File: src/hdl/ubf_pkg.sv
// Constants, register map and carrier types for the serial clock/frame block.
// Assumes a 100 MHz system clock and a 32-bit Avalon-MM register bus.
// Notes on behaviour
// - Baud down-counter reloads divisor at zero and on low divisor byte write.
// - One baud tick per counter zero: rate is clock over divisor plus one.
// - Transmitter divides tick by 16 normal, 8 double speed, 2 sync master.
// - Receiver recovery steps 16 or 8 states per bit by mode; sync mode samples on the clock edge instead.
// - Divisor is 12 bits built from high and low register bytes.
// - Bit rate is clock over 16, 8 or 2 times divisor plus one.
// - Double speed acts only in asynchronous mode; sync mode ignores the bit.
// - Double speed makes receiver use 8 samples per bit, not 16.
// - Slave transfer clock is synchronised and edge detected; must be below clock/4.
// - Sync mode: transfer clock pin is input as slave, output as master.
// - Sync mode samples input on the edge opposite the output change edge.
// - Polarity clear: change on rise, sample on fall; set: the reverse.
// - All 30 formats: 5 to 9 data bits, no/even/odd parity, 1 or 2 stops.
// - Frame order: start, data LSB first, optional parity, stop bits.
// - Start low, stops and idle high; frames may follow back to back.
// - One shared format; changing it aborts transmit and receive in progress.
// - Receiver checks only first stop bit; frame error when it reads zero.
// - Parity is XOR of data bits for even, its inverse for odd.
// - Sync mode: pin direction output selects master, input selects slave.
// - Parity bit inserted only when upper parity mode bit is set.
// - Character size 7 selects nine-bit characters with separate ninth bit.
package ubf_pkg;
    localparam int DIV_W = 12;
    localparam int ADDR_W = 5;
    localparam int FRAME_W = 13;
    localparam logic [ADDR_W-1:0] ADDR_CTRL_A = 5'h00;
    localparam logic [ADDR_W-1:0] ADDR_CTRL_B = 5'h04;
    localparam logic [ADDR_W-1:0] ADDR_CTRL_C = 5'h08;
    localparam logic [ADDR_W-1:0] ADDR_DIV_LOW = 5'h0C;
    localparam logic [ADDR_W-1:0] ADDR_DIV_HIGH = 5'h10;
    localparam logic [ADDR_W-1:0] ADDR_DATA = 5'h14;
    localparam logic [ADDR_W-1:0] ADDR_CLK_DIR = 5'h18;
    localparam int CA_RXC = 7;
    localparam int CA_TXC = 6;
    localparam int CA_EMPTY = 5;
    localparam int CA_FE = 4;
    localparam int CA_PE = 2;
    localparam int CA_DBL = 1;
    localparam int CB_RXEN = 4;
    localparam int CB_TXEN = 3;
    localparam int CB_CS2 = 2;
    localparam int CB_RX9 = 1;
    localparam int CB_TX9 = 0;
    localparam int CC_SYNC = 6;
    localparam int CC_PM_HI = 5;
    localparam int CC_PM_LO = 4;
    localparam int CC_STOP = 3;
    localparam int CC_CS1 = 2;
    localparam int CC_CS0 = 1;
    localparam int CC_POL = 0;
    localparam logic [2:0] CHAR_SIZE_RST = 3'h3;
    localparam logic [2:0] CHAR_SIZE_9 = 3'h7;
    localparam logic [DIV_W-1:0] DIV_RST = 12'h000;
    localparam logic [3:0] TX_LAST_NORM = 4'hF;
    localparam logic [3:0] TX_LAST_DBL = 4'h7;
    localparam logic [3:0] RX_MID_NORM = 4'h8;
    localparam logic [3:0] RX_MID_DBL = 4'h4;

    typedef struct packed {
        logic [2:0] char_size;
        logic [1:0] parity_mode;
        logic stop_bits_select;
    } ubf_fmt_t;

    typedef struct packed {
        logic rise;
        logic fall;
    } ubf_edge_t;
endpackage

File: src/hdl/ubf_usart_clkfmt.sv
// Baud generator, transfer clock handling and frame engine of a serial transceiver.
// Assumes a single 100 MHz clock, synchronous active-low reset and an Avalon-MM master.
//
// Implementation choices: the address map and the Avalon-MM register port.
`timescale 1ns/1ns
module ubf_usart_clkfmt (
    input wire logic clock,
    input wire logic nrst,
    input wire logic [ubf_pkg::ADDR_W-1:0] address,
    input wire logic read,
    input wire logic write,
    input wire logic [31:0] writedata,
    output logic [31:0] readdata,
    output logic waitrequest,
    input wire logic serial_in,
    output logic serial_out,
    input wire logic xfer_clock_pin_in,
    output logic xfer_clock_pin_out,
    output logic xfer_clock_pin_oe
);
    import ubf_pkg::*;

    // Register state
    logic [DIV_W-1:0] baud_divisor;
    logic double_speed, sync_mode_select, clock_polarity, xfer_clock_dir;
    logic tx_enable, rx_enable, tx_bit9;
    ubf_fmt_t fmt, fmt_q;
    logic tx_complete_flag, rx_complete_flag, frame_error, parity_error;
    logic [8:0] rx_data;
    logic rd_ack;

    // Bus decode
    wire wr_a = write && address == ADDR_CTRL_A;
    wire wr_b = write && address == ADDR_CTRL_B;
    wire wr_c = write && address == ADDR_CTRL_C;
    wire wr_lo = write && address == ADDR_DIV_LOW;
    wire wr_hi = write && address == ADDR_DIV_HIGH;
    wire wr_data = write && address == ADDR_DATA;
    wire wr_dir = write && address == ADDR_CLK_DIR;
    wire rd_take = read && rd_ack;
    wire rd_data = rd_take && address == ADDR_DATA;
    assign waitrequest = read && !rd_ack;

    // Mode decode
    wire dbl_eff = double_speed && !sync_mode_select;
    wire master = sync_mode_select && xfer_clock_dir;
    wire slave = sync_mode_select && !xfer_clock_dir;
    wire fmt_chg = fmt != fmt_q;
    wire [3:0] nbits = (fmt.char_size == CHAR_SIZE_9) ? 4'd9 :
        (fmt.char_size[2] ? 4'd8 : 4'(fmt.char_size[1:0]) + 4'd5);
    wire [8:0] data_mask = 9'h1FF >> (4'd9 - nbits);
    wire par_en = fmt.parity_mode[1];

    // Baud generator
    logic [DIV_W-1:0] baud_cnt;
    wire tick = baud_cnt == '0;
    always_ff @(posedge clock) begin
        if (!nrst) begin
            baud_cnt <= DIV_RST;
        end else if (tick || wr_lo) begin
            baud_cnt <= wr_lo ? {baud_divisor[DIV_W-1:8], writedata[7:0]} : baud_divisor;
        end else begin
            baud_cnt <= baud_cnt - 12'h001;
        end
    end

    // Transmitter prescaler for asynchronous modes
    logic [3:0] tx_pre;
    wire [3:0] tx_last = dbl_eff ? TX_LAST_DBL : TX_LAST_NORM;
    wire tx_div_tick = tick && tx_pre == tx_last;
    always_ff @(posedge clock) begin
        if (!nrst || sync_mode_select) begin
            tx_pre <= 4'h0;
        end else if (tick) begin
            tx_pre <= (tx_pre == tx_last) ? 4'h0 : tx_pre + 4'h1;
        end
    end

    // Transfer clock: master output toggles per tick, slave input synchronised
    logic xck_out, xck_s1, xck_s2, xck_s3;
    ubf_edge_t m_edge, s_edge, xck_edge;
    assign m_edge = '{rise: tick && !xck_out, fall: tick && xck_out};
    assign s_edge = '{rise: xck_s2 && !xck_s3, fall: !xck_s2 && xck_s3};
    assign xck_edge = master ? m_edge : (slave ? s_edge : '0);
    wire edge_change = clock_polarity ? xck_edge.fall : xck_edge.rise;
    wire edge_sample = clock_polarity ? xck_edge.rise : xck_edge.fall;
    assign xfer_clock_pin_out = xck_out;
    assign xfer_clock_pin_oe = master;
    always_ff @(posedge clock) begin
        if (!nrst) begin
            xck_out <= 1'b0;
            xck_s1 <= 1'b0;
            xck_s2 <= 1'b0;
            xck_s3 <= 1'b0;
        end else begin
            xck_out <= master ? (xck_out ^ tick) : 1'b0;
            xck_s1 <= xfer_clock_pin_in;
            xck_s2 <= xck_s1;
            xck_s3 <= xck_s2;
        end
    end

    // Transmit frame builder
    function automatic logic [FRAME_W-1:0] build_frame(input logic [8:0] d, input logic [3:0] n,
                                                       input logic [8:0] m, input logic [1:0] pm);
        logic [FRAME_W-1:0] fr;
        fr = '1;
        fr[0] = 1'b0;
        for (int i = 0; i < 9; i++) begin
            if (i < int'(n)) begin
                fr[i + 1] = d[i];
            end
        end
        if (pm[1]) begin
            fr[int'(n) + 1] = ^(d & m) ^ pm[0];
        end
        return fr;
    endfunction

    // Transmitter
    logic [8:0] tx_buf;
    logic tx_pend, tx_busy;
    logic [FRAME_W-1:0] tx_sh;
    logic [3:0] tx_cnt;
    wire tx_bit = sync_mode_select ? edge_change : tx_div_tick;
    wire tx_end = tx_bit && tx_busy && tx_cnt == 4'h1;
    wire tx_load = tx_bit && tx_enable && tx_pend && (!tx_busy || tx_end);
    wire [3:0] tx_len = 4'h2 + nbits + {3'h0, par_en} + {3'h0, fmt.stop_bits_select};
    wire tx_done = tx_end && !tx_load;
    always_ff @(posedge clock) begin
        if (!nrst || fmt_chg) begin
            tx_busy <= 1'b0;
            tx_sh <= '1;
            tx_cnt <= 4'h0;
            serial_out <= 1'b1;
        end else if (tx_load) begin
            tx_busy <= 1'b1;
            tx_sh <= build_frame(tx_buf, nbits, data_mask, fmt.parity_mode);
            tx_cnt <= tx_len;
            serial_out <= 1'b0;
        end else if (tx_bit && tx_busy) begin
            tx_busy <= !tx_end;
            tx_sh <= tx_sh >> 1;
            tx_cnt <= tx_cnt - 4'h1;
            serial_out <= tx_end ? 1'b1 : tx_sh[1];
        end
    end
    always_ff @(posedge clock) begin
        if (!nrst || fmt_chg) begin
            tx_pend <= 1'b0;
            tx_buf <= 9'h000;
        end else if (wr_data) begin
            tx_pend <= 1'b1;
            tx_buf <= {tx_bit9, writedata[7:0]};
        end else if (tx_load) begin
            tx_pend <= 1'b0;
        end
    end

    // Receiver recovery and frame checking
    logic rx_active;
    logic [3:0] rx_phase, rx_idx;
    logic [8:0] rx_sh;
    logic rx_par;
    wire [3:0] rx_last = dbl_eff ? TX_LAST_DBL : TX_LAST_NORM;
    wire [3:0] rx_mid = dbl_eff ? RX_MID_DBL : RX_MID_NORM;
    wire rx_start_async = !sync_mode_select && tick && !rx_active && rx_enable && !serial_in;
    wire rx_start_sync = sync_mode_select && edge_sample && !rx_active && rx_enable && !serial_in;
    wire rx_samp = rx_active && (sync_mode_select ? edge_sample : (tick && rx_phase == rx_mid));
    wire rx_is_data = rx_idx != 4'h0 && rx_idx <= nbits;
    wire rx_is_par = par_en && rx_idx == nbits + 4'h1;
    wire rx_is_stop = rx_idx != 4'h0 && !rx_is_data && !rx_is_par;
    wire rx_false = rx_samp && rx_idx == 4'h0 && serial_in;
    wire rx_done = rx_samp && rx_is_stop;
    wire rx_par_exp = ^(rx_sh & data_mask) ^ fmt.parity_mode[0];
    always_ff @(posedge clock) begin
        if (!nrst || fmt_chg) begin
            rx_active <= 1'b0;
            rx_phase <= 4'h0;
            rx_idx <= 4'h0;
        end else if (rx_start_async || rx_start_sync) begin
            rx_active <= 1'b1;
            rx_phase <= 4'h1;
            rx_idx <= rx_start_sync ? 4'h1 : 4'h0;
        end else if (rx_active) begin
            if (tick && !sync_mode_select) begin
                rx_phase <= (rx_phase == rx_last) ? 4'h0 : rx_phase + 4'h1;
            end
            if (rx_samp) begin
                rx_idx <= rx_idx + 4'h1;
            end
            if (rx_false || rx_done) begin
                rx_active <= 1'b0;
            end
        end
    end
    always_ff @(posedge clock) begin
        if (!nrst) begin
            rx_sh <= 9'h000;
            rx_par <= 1'b0;
        end else if (rx_start_async || rx_start_sync) begin
            rx_sh <= 9'h000;
        end else if (rx_samp && rx_is_data) begin
            rx_sh[rx_idx - 4'h1] <= serial_in;
        end else if (rx_samp && rx_is_par) begin
            rx_par <= serial_in;
        end
    end

    // Flags and received character
    always_ff @(posedge clock) begin
        if (!nrst) begin
            tx_complete_flag <= 1'b0;
            rx_complete_flag <= 1'b0;
            frame_error <= 1'b0;
            parity_error <= 1'b0;
            rx_data <= 9'h000;
        end else begin
            tx_complete_flag <= tx_done || (tx_complete_flag && !(wr_a && writedata[CA_TXC]));
            rx_complete_flag <= rx_done || (rx_complete_flag && !rd_data);
            if (rx_done) begin
                frame_error <= !serial_in;
                parity_error <= par_en && (rx_par != rx_par_exp);
                rx_data <= rx_sh & data_mask;
            end
        end
    end

    // Control registers
    always_ff @(posedge clock) begin
        if (!nrst) begin
            baud_divisor <= DIV_RST;
            double_speed <= 1'b0;
            tx_enable <= 1'b0;
            rx_enable <= 1'b0;
            tx_bit9 <= 1'b0;
            sync_mode_select <= 1'b0;
            clock_polarity <= 1'b0;
            xfer_clock_dir <= 1'b0;
            fmt <= '{char_size: CHAR_SIZE_RST, parity_mode: 2'b00, stop_bits_select: 1'b0};
            fmt_q <= '{char_size: CHAR_SIZE_RST, parity_mode: 2'b00, stop_bits_select: 1'b0};
        end else begin
            fmt_q <= fmt;
            if (wr_lo) begin
                baud_divisor[7:0] <= writedata[7:0];
            end
            if (wr_hi) begin
                baud_divisor[DIV_W-1:8] <= writedata[3:0];
            end
            if (wr_a) begin
                double_speed <= writedata[CA_DBL];
            end
            if (wr_b) begin
                rx_enable <= writedata[CB_RXEN];
                tx_enable <= writedata[CB_TXEN];
                fmt.char_size[2] <= writedata[CB_CS2];
                tx_bit9 <= writedata[CB_TX9];
            end
            if (wr_c) begin
                sync_mode_select <= writedata[CC_SYNC];
                fmt.parity_mode <= writedata[CC_PM_HI:CC_PM_LO];
                fmt.stop_bits_select <= writedata[CC_STOP];
                fmt.char_size[1:0] <= writedata[CC_CS1:CC_CS0];
                clock_polarity <= writedata[CC_POL];
            end
            if (wr_dir) begin
                xfer_clock_dir <= writedata[0];
            end
        end
    end

    // Read path with one wait state
    wire [7:0] reg_a = {rx_complete_flag, tx_complete_flag, !tx_pend, frame_error, 1'b0, parity_error,
                        double_speed, 1'b0};
    wire [7:0] reg_b = {3'h0, rx_enable, tx_enable, fmt.char_size[2], rx_data[8], tx_bit9};
    wire [7:0] reg_c = {1'b0, sync_mode_select, fmt.parity_mode, fmt.stop_bits_select,
                        fmt.char_size[1:0], clock_polarity};
    wire [7:0] rd_mux = (address == ADDR_CTRL_A) ? reg_a :
                        (address == ADDR_CTRL_B) ? reg_b :
                        (address == ADDR_CTRL_C) ? reg_c :
                        (address == ADDR_DIV_LOW) ? baud_divisor[7:0] :
                        (address == ADDR_DIV_HIGH) ? {4'h0, baud_divisor[DIV_W-1:8]} :
                        (address == ADDR_DATA) ? rx_data[7:0] :
                        (address == ADDR_CLK_DIR) ? {7'h00, xfer_clock_dir} : 8'h00;
    always_ff @(posedge clock) begin
        if (!nrst) begin
            rd_ack <= 1'b0;
            readdata <= 32'h00000000;
        end else begin
            rd_ack <= read && !rd_ack;
            if (read && !rd_ack) begin
                readdata <= {24'h000000, rd_mux};
            end
        end
    end

    // Helper: cycles between baud ticks
    logic [DIV_W-1:0] gap_cnt;
    logic gap_ok;
    always_ff @(posedge clock) begin
        if (!nrst) begin
            gap_cnt <= '0;
            gap_ok <= 1'b0;
        end else begin
            gap_cnt <= tick ? '0 : gap_cnt + 12'h001;
            gap_ok <= (wr_lo || wr_hi) ? 1'b0 : (tick ? 1'b1 : gap_ok);
        end
    end
endmodule // ubf_usart_clkfmt

File: config.mk
export PLATFORM = sky130hd
export DESIGN_NAME = ubf_usart_clkfmt
export DESIGN_NICKNAME = d
export VERILOG_FILES = /design/src/hdl/ubf_pkg.sv /design/src/hdl/ubf_usart_clkfmt.sv
export SDC_FILE = /design/constraint.sdc
export NUM_CORES = 1
export LEC_CHECK = 0
export BUFFER_PORTS_ARGS = -buffer_cell sky130_fd_sc_hd__buf_2
export CORE_UTILIZATION = 45
export CTS_BUF_LIST = sky130_fd_sc_hd__clkbuf_8
export DETAILED_ROUTE_END_ITERATION = 8
export GPL_ROUTABILITY_DRIVEN = 0
export PLACE_DENSITY = 0.66
export SYNTH_ARGS = -nofsm -noshare
export SYNTH_HDL_FRONTEND = slang
export SYNTH_SLANG_ARGS = --single-unit
export TNS_END_PERCENT = 20
File: constraint.sdc
create_clock -name clock -period 3.2 [get_ports clock]
set_clock_uncertainty 0.05 [all_clocks]
set_input_delay 0.16 -clock clock [delete_from_list [all_inputs] [get_ports clock]]
set_output_delay 0.16 -clock clock [all_outputs]
set_load 0.02 [all_outputs]
==> results by group, run 1 <==
Yosys
  – Post-synth EDFFs: 0
  – Warnings from Yosys: 0
  – Synth Register Bits: 120
  – Synth cell types: 73
  – Post-Synthesis Cells: 857
  – Seq/Total Area, Yosys: 34.3%
  – Asr flop ratio synth: 0%
  – Syn_area_per_cell: ~8.2 um^2
  – Ys flop type: dfxtp_1
  – Mapped cell area: 0.00700 mm^2

Detailed routing
  – 1st-iter DRT viols: 363
  – DRC: 0
  – WL/cell: roughly 16 um
  – Routed wire length: approximately 18000 um
  – TritonRoute pass-1 iters: 4
  – Vias after detailed routing: 6058
  – Final ANT Viol Nets: 0
  – Via density: around 5.4

Floorplan
  – Die Height: 127 um
  – Core area: 0.0152 mm^2
  – Core Rows: 45
  – Die Wd: 127 um
  – Initial core utilization: 46.0%
  – DIE AREA: 0.0161 mm^2
  – Ports: 79

STA
  – Final hold viol count: 0
  – Final Max Tran Viols: 0
  – Minimum clock period: 3.00 ns
  – Fmax: 333 MHz
  – RSZ-0062 raised after global routing: false
  – Final worst-path cycle share: 93.7%
  – Final worst slack: slightly above 0.2 ns
  – Slew of the pin with the lowest slew margin: between 1 and 1.5 ns
  – Max_slew headroom: 31.4%
  – Endpoints failing setup: 0
  – Setup_tns: 0 ns

Setup path
  – Critical path startpoint category: flop
  – Crit path required time: 3.48 ns
  – Crit path capture type: flop
  – Crit Path Max Fanout: 5
  – Arrival time at the worst endpoint: 3.28 ns
  – Setup CP Type: reg -> reg

Finish
  – Layout cells sized above 1: 14.8%
  – Nets@finish: 994
  – Final Core Density: 53.0%
  – Area Overhead vs Synth: 15.1%
  – # diodes: 0

Placed design
  – DP HPWL: 13000 um
  – Port Buffers: 30
  – Placement Setup Slack: 0.00903 ns

Power and ir drop
  – Maximum vdd ir drop: 0.433 mV
  – Pint: 2730 uW
  – Switch Pwr: 1170 uW
  – Sw frac: 30.0%
  – Pwr dens: 485 mW/mm^2
  – Clock Power Share: 37.2%
  – Logic pwr share: 20.6%
  – Leakage: ~0.0033 uW
  – Sequential power share: 42.1%

Global routing
  – Vias in the first global route: 5602
  – Largest net degree at the start of global routing: 76
  – First-pass GRT wire length: 29300 um
  – Tot GR Track Use: between 20% and 30%
  – Congestion Overflow GR: 0
  – Initial antenna violation count: 0

Clock tree
  – Htree depth: 4
  – Clk_lat worst skew: approximately 0.45 ns
  – Worst-case clock buffer depth: 2
  – CTS tree: built
  – CTS Buf Count: 17
  – CTS root buffer: clkbuf_8
  – Clk slew on worst S/H paths: approximately 0.07 ns
  – Clock sinks: 120

Run status
  – Outcome: complete, no violations

Hold path
  – HP Class: in -> reg

Flow run
  – Max cap viols: 0
==> cell usage in the layout (no fill, tap or decap), drive strengths merged, types with 4 or more instances in the layout <==
master,instances
a21boi,24
a21oi,54
a22oi,6
a311oi,7
a31oi,6
and2,12
and3,4
buf,75
clkbuf,19
clkinv,8
conb,24
dfxtp,120
dlygate4sd3,11
ha,33
inv,30
mux2,4
mux2i,29
nand2,119
nand2b,19
nand3,43
nand4,4
nor2,54
nor2b,34
nor3,11
nor4,6
o211a,8
o211ai,14
o21ai,39
o21bai,7
o31ai,10
or2,5
or3,4
xnor2,33
xor2,9
==> sequential cells by signal (all words and copies together), names as in the netlist, 4 cells and up <==
register,cells
baud_cnt,12
baud_divisor,12
tx_sh,12
rx_data,9
rx_sh,9
tx_buf,9
readdata,8
fmt,6
fmt_q,6
rx_idx,4
rx_phase,4
tx_cnt,4
tx_pre,4
==> synth_stat cells, types with 4 or more instances <==
cell type / n / area [um^2]
mux2_2: 4 / 45.0
nor2b_1: 34 / 213
nor4_1: 4 / 25.0
ha_1: 33 / 413
and3_1: 4 / 25.0
nor2_1: 53 / 199
xor2_1: 9 / 78.8
a311oi_1: 7 / 61.3
nand4_1: 4 / 25.0
clkbuf_1: 40 / 150
nand3_1: 42 / 210
and2_1: 12 / 75.1
a21oi_1: 54 / 270
a21boi_0: 22 / 165
o211a_1: 8 / 80.1
nor3_1: 11 / 55.1
or3_1: 4 / 25.0
dfxtp_1: 120 / 2400
o211ai_1: 14 / 105
o21bai_1: 7 / 52.6
o21ai_0: 37 / 185
o31ai_1: 10 / 75.1
inv_1: 27 / 101
buf_4: 24 / 180
nand2_1: 119 / 447
a31oi_1: 6 / 37.5
nand2b_1: 19 / 119
xnor2_1: 32 / 280
mux2i_1: 29 / 290
a22oi_1: 6 / 45.0
==> metrics by stage <==
stage	instance area, um^2	power (uW)	hold slack (ns)	cells
6_report	8050	3910	0.0460	1118
2_1_floorplan	7090	2290	0.235	880
5_1_grt	8050	4090	0.0507	1118
4_1_cts	7970	3930	0.0263	1117
3_5_place_dp	7430	2470	0.326	1073
3_3_place_gp	7430	2450	0.323	1073
==> what timing repair did <==
| item | 4_1_cts | 5_1_grt |
|---|---|---|
| cloned | 0 | 0 |
| pin swaps | 1 | 2 |
| setup buffers | 2 | 1 |
| hold buffers | 11 | 0 |
| endpoints found under the hold margin | 35 | 0 |
| setup endpoints to repair | 1 | 25 |
| resized for setup | 0 | 15 |
==> worst max-delay path, stage by stage (launching register included) <==
cell      delay, ns
dfxtp_2        0.35
ha_1           0.23
or2_1          0.28
ha_1           0.24
nand2b_1       0.17
xnor3_1        0.35
xnor2_1        0.17
o211ai_1       0.22
o31ai_2        0.12
xnor2_2        0.18
buf_4          0.18
a311oi_1       0.24
o21bai_1       0.10
==> cells by family after synthesis <==
logic type                 Yosys count  synth area share (%)
adders and majority gates           34                  6.04
xor gates and xnor gates            43                  5.68
buffers and inverters               97                  6.74
other                                1                0.0536
AOI/OAI and AO/OA                  196                  18.4
DFF                                120                  34.3
and+or+nand+nor                    331                  23.3
muxes                               35                  5.43
==> power by group through the flow <==
stage / logic [uW] / registers, uW / clock network [uW]
3_5_place_dp: 794 / 1680 / 0
3_3_place_gp: 778 / 1680 / 0
5_1_grt: 903 / 1660 / 1540
6_report: 806 / 1650 / 1450
2_1_floorplan: 617 / 1680 / 0
4_1_cts: 809 / 1650 / 1470
==> routing by layer <==
layer	GRT usage [%]	vias up	share of wire [%]	routed length [um]
met2	37.5	157	45	8150
met1	32.0	2819	49	8780
met4	8.54	0	1.8	331
li1	-	3056	-	-
met3	3.92	26	4.0	722
met5	0	-	0	0
==> layout make-up <==
type	instances	area, um^2
inverter	30	114
clock buffer	19	262
timing repair buffer	86	598
fill	1441	7150
sequential	120	2400
tap	188	235
clock inverter	12	151
multi-input combinational	663	4290
==> path summary, 6_finish.rpt <==
path	from	to	slack (ns)	cells past startpoint
max reg2reg	fmt[3]	tx_sh[3]	0.20	12
min reg2reg	xck_s1	xck_s2	0.40	1
max	fmt[3]	tx_sh[3]	0.20	12
min	write	tx_buf[5]	0.05	3
(Power assumes the default switching activity.)
==> run 2: changes to the inputs <==
ABC_AREA = 1   (was unset)
==> run 2 against run 1 <==
Net effect: core utilization down 0.75 points; largest cell class unchanged; worst hold slack worse by 0.026 ns; first-iteration DRC count up 52%.
==> results by group, run 2 <==
Run status
  – Outcome: complete, no violations

Floorplan
  – DIE AREA: 0.0166 mm^2
  – Core area: 0.0154 mm^2
  – Die Wd: 129 um
  – Die Height: 129 um
  – Ports: 79
  – Core Rows: 45
  – Initial core utilization: 46.9%

Power and ir drop
  – Sw frac: 33.3%
  – Logic pwr share: between 20% and 30%
  – Sequential power share: 43.0%
  – Leakage: 0.00382 uW
  – Pwr dens: 474 mW/mm^2
  – Maximum vdd ir drop: 0.483 mV
  – Total Power: 3820 uW
  – Clock Power Share: 37.0%
  – Switch Pwr: 1270 uW
  – Pint: approximately 2500 uW

Clock tree
  – Clk_lat worst skew: 0.45 ns
  – Post-CTS Setup Bufs: 0
  – CTS Buf Count: 17
  – CTS root buffer: clkbuf_8
  – Worst-case clock buffer depth: 2
  – CTS tree: built
  – Clk slew on worst S/H paths: 0.08 ns
  – Clock sinks: 120
  – Htree depth: 4

Global routing
  – Initial antenna violation count: 0
  – First-pass GRT wire length: 29600 um
  – Largest net degree at the start of global routing: between 40 and 50
  – Tot GR Track Use: 23.1%
  – Vias in the first global route: between 6000 and 7000
  – Congestion Overflow GR: 0

Detailed routing
  – Vias after detailed routing: 6625
  – Routed wire length: between 15000 and 20000 um
  – DRC: 0
  – Via density: between 4 and 5
  – Final ANT Viol Nets: 0
  – TritonRoute pass-1 iters: 5
  – 1st-iter DRT viols: 550
  – WL/cell: 13.8 um

Setup path
  – Crit path capture type: flop
  – Arrival time at the worst endpoint: 3.14 ns
  – Critical path startpoint category: flop
  – Crit Path Max Fanout: 8
  – Setup CP Type: reg -> reg
  – Crit path required time: 3.50 ns

Placed design
  – Port Buffers: 30
  – Cell Area, Placed: 0.00754 mm^2
  – DP HPWL: 13600 um

STA
  – Slew of the pin with the lowest slew margin: 0.783 ns
  – Minimum clock period: 2.84 ns
  – Fmax: roughly 350 MHz
  – Final hold viol count: 0
  – Final worst-path cycle share: 88.9%
  – Endpoints failing setup: 0
  – Worst hold slack: 0.0199 ns
  – RSZ-0062 raised after global routing: false
  – Max_slew headroom: 47.6%
  – Final Max Tran Viols: 0
  – Setup_tns: 0 ns

Finish
  – Finished Cell Area: 0.00806 mm^2
  – Final Core Density: 52.2%
  – Fillers: 1521
  – # diodes: 0
  – Most frequent cells in the layout: 201 x nand2_1, 161 x inv_1, 120 x dfxtp_1
  – Layout cells sized above 1: 11.6%
  – Area Overhead vs Synth: 11.4%
  – Most common cell after layout, fill and taps aside: nand2_1
  – Largest regs: baud_cnt (12), baud_divisor (12), tx_sh (12)
  – Nets@finish: 1179

Yosys
  – Synth cell types: 49
  – Synth top area cells: dfxtp_1 33%, nand2_1 10%, inv_1 8.4%
  – Mapped cell area: between 0.007 and 0.008 mm^2
  – Warnings from Yosys: 0
  – Post-synth top area share: roughly a third
  – Synth area leader: dfxtp_1
  – Most common cell in the synthesized netlist: nand2_1
  – Post-Synthesis Cells: ~1100
  – Synth Register Bits: 120
  – Post-synth EDFFs: 0
  – Seq/Total Area, Yosys: 33.2%
  – Syn_area_per_cell: approximately 7 um^2
  – Ys flop type: dfxtp_1
  – Asr flop ratio synth: 0%
  – Post-synth top cells: 201 x nand2_1, 161 x inv_1, 120 x dfxtp_1, 90 x nor2_1, 88 x o21ai_0

Flow run
  – Max cap viols: 0

Hold path
  – HP Class: in -> reg
[run 2: cell types whose count changed after synthesis, sizes merged, moves of 29 or more]
| cell | delta |
|---|---|
| inv | +141 |
| a21oi | +32 |
| nand2 | +100 |
| xnor2 | -29 |
| nor2 | +41 |
| o21ai | +57 |
| nand3 | +37 |
| nor2b | -34 |
[run 2: worst paths after layout]
kind                  start          end  slack (ns)  depth (start not counted)
hold reg to reg      xck_s1       xck_s2        0.36                          2
hold / removal    serial_in  frame_error        0.02                          2
setup reg to reg     fmt[4]    tx_sh[11]        0.36                         19
setup / recovery     fmt[4]    tx_sh[11]        0.36                         19
[run 2: through the flow]
stage	instances	worst slack [ns]
after floorplan	1078	0.611
after global placement	1285	0.389
after detailed placement	1285	0.337
after CTS	1327	0.313
after global routing	1327	0.0465
final	1327	0.356
[run 2: power by group through the flow]
stage | combinational (uW) | clock (uW) | sequential, uW
floorplan | 600 | 0 | 1670
global placement | 732 | 0 | 1670
detailed placement | 747 | 0 | 1670
CTS | 759 | 1440 | 1640
global route | 855 | 1520 | 1660
finish | 762 | 1410 | 1640
[run 2: critical path, stage by stage, from the launching register on]
cell,delay (ns)
dfxtp_1,0.44
ha_1,0.35
inv_2,0.11
o21ai_4,0.14
inv_1,0.10
ha_1,0.24
nor2_1,0.20
nand3_1,0.14
nor2_1,0.15
nand2_1,0.07
nand2_1,0.06
nand2_1,0.06
nand2_1,0.06
nand2_1,0.09
nand2_1,0.12
nand2_4,0.10
nand2_4,0.09
nand3_1,0.08
nand2_1,0.07
nand2_1,0.05
[run 2: final cells by class]
type	count	area, um^2	share of cell area (%)
clock buffer	17	234	2.90
clock inverter	15	170	2.11
inverter	172	652	8.09
multi-input combinational	731	3930	48.7
sequential	120	2400	29.8
tap	211	264	3.28
timing repair buffer	61	408	5.06
[run 2: routing by layer]
metal | global-route usage, % | part of all wire, %
met5 | 0 | 0
met4 | 6.30 | 2.0
met3 | 4.86 | 4.8
met2 | 39.2 | 47
met1 | 29.6 | 46
[run 2: cell families (layout without fill, tap and decap cells)]
family                   Yosys count  in the layout  share of synthesized area, %
multiplexers                       3              3                         0.415
other                              1             24                        0.0519
adder cells (fa/ha/maj)           33             33                          5.71
AO/OA/AOI/OAI                    216            216                          16.4
XOR/XNOR                          24             24                          3.17
buffers and inverters            227            265                          13.8
AND/OR/NAND/NOR                  431            431                          27.2
flip-flops                       120            120                          33.2
[run 2: repair_timing]
item | in CTS | in global routing
hold endpoints to repair | 13 | 0
setup endpoints to repair | 0 | 1
gates resized for setup | 0 | 2
hold buffers | 10 | 0
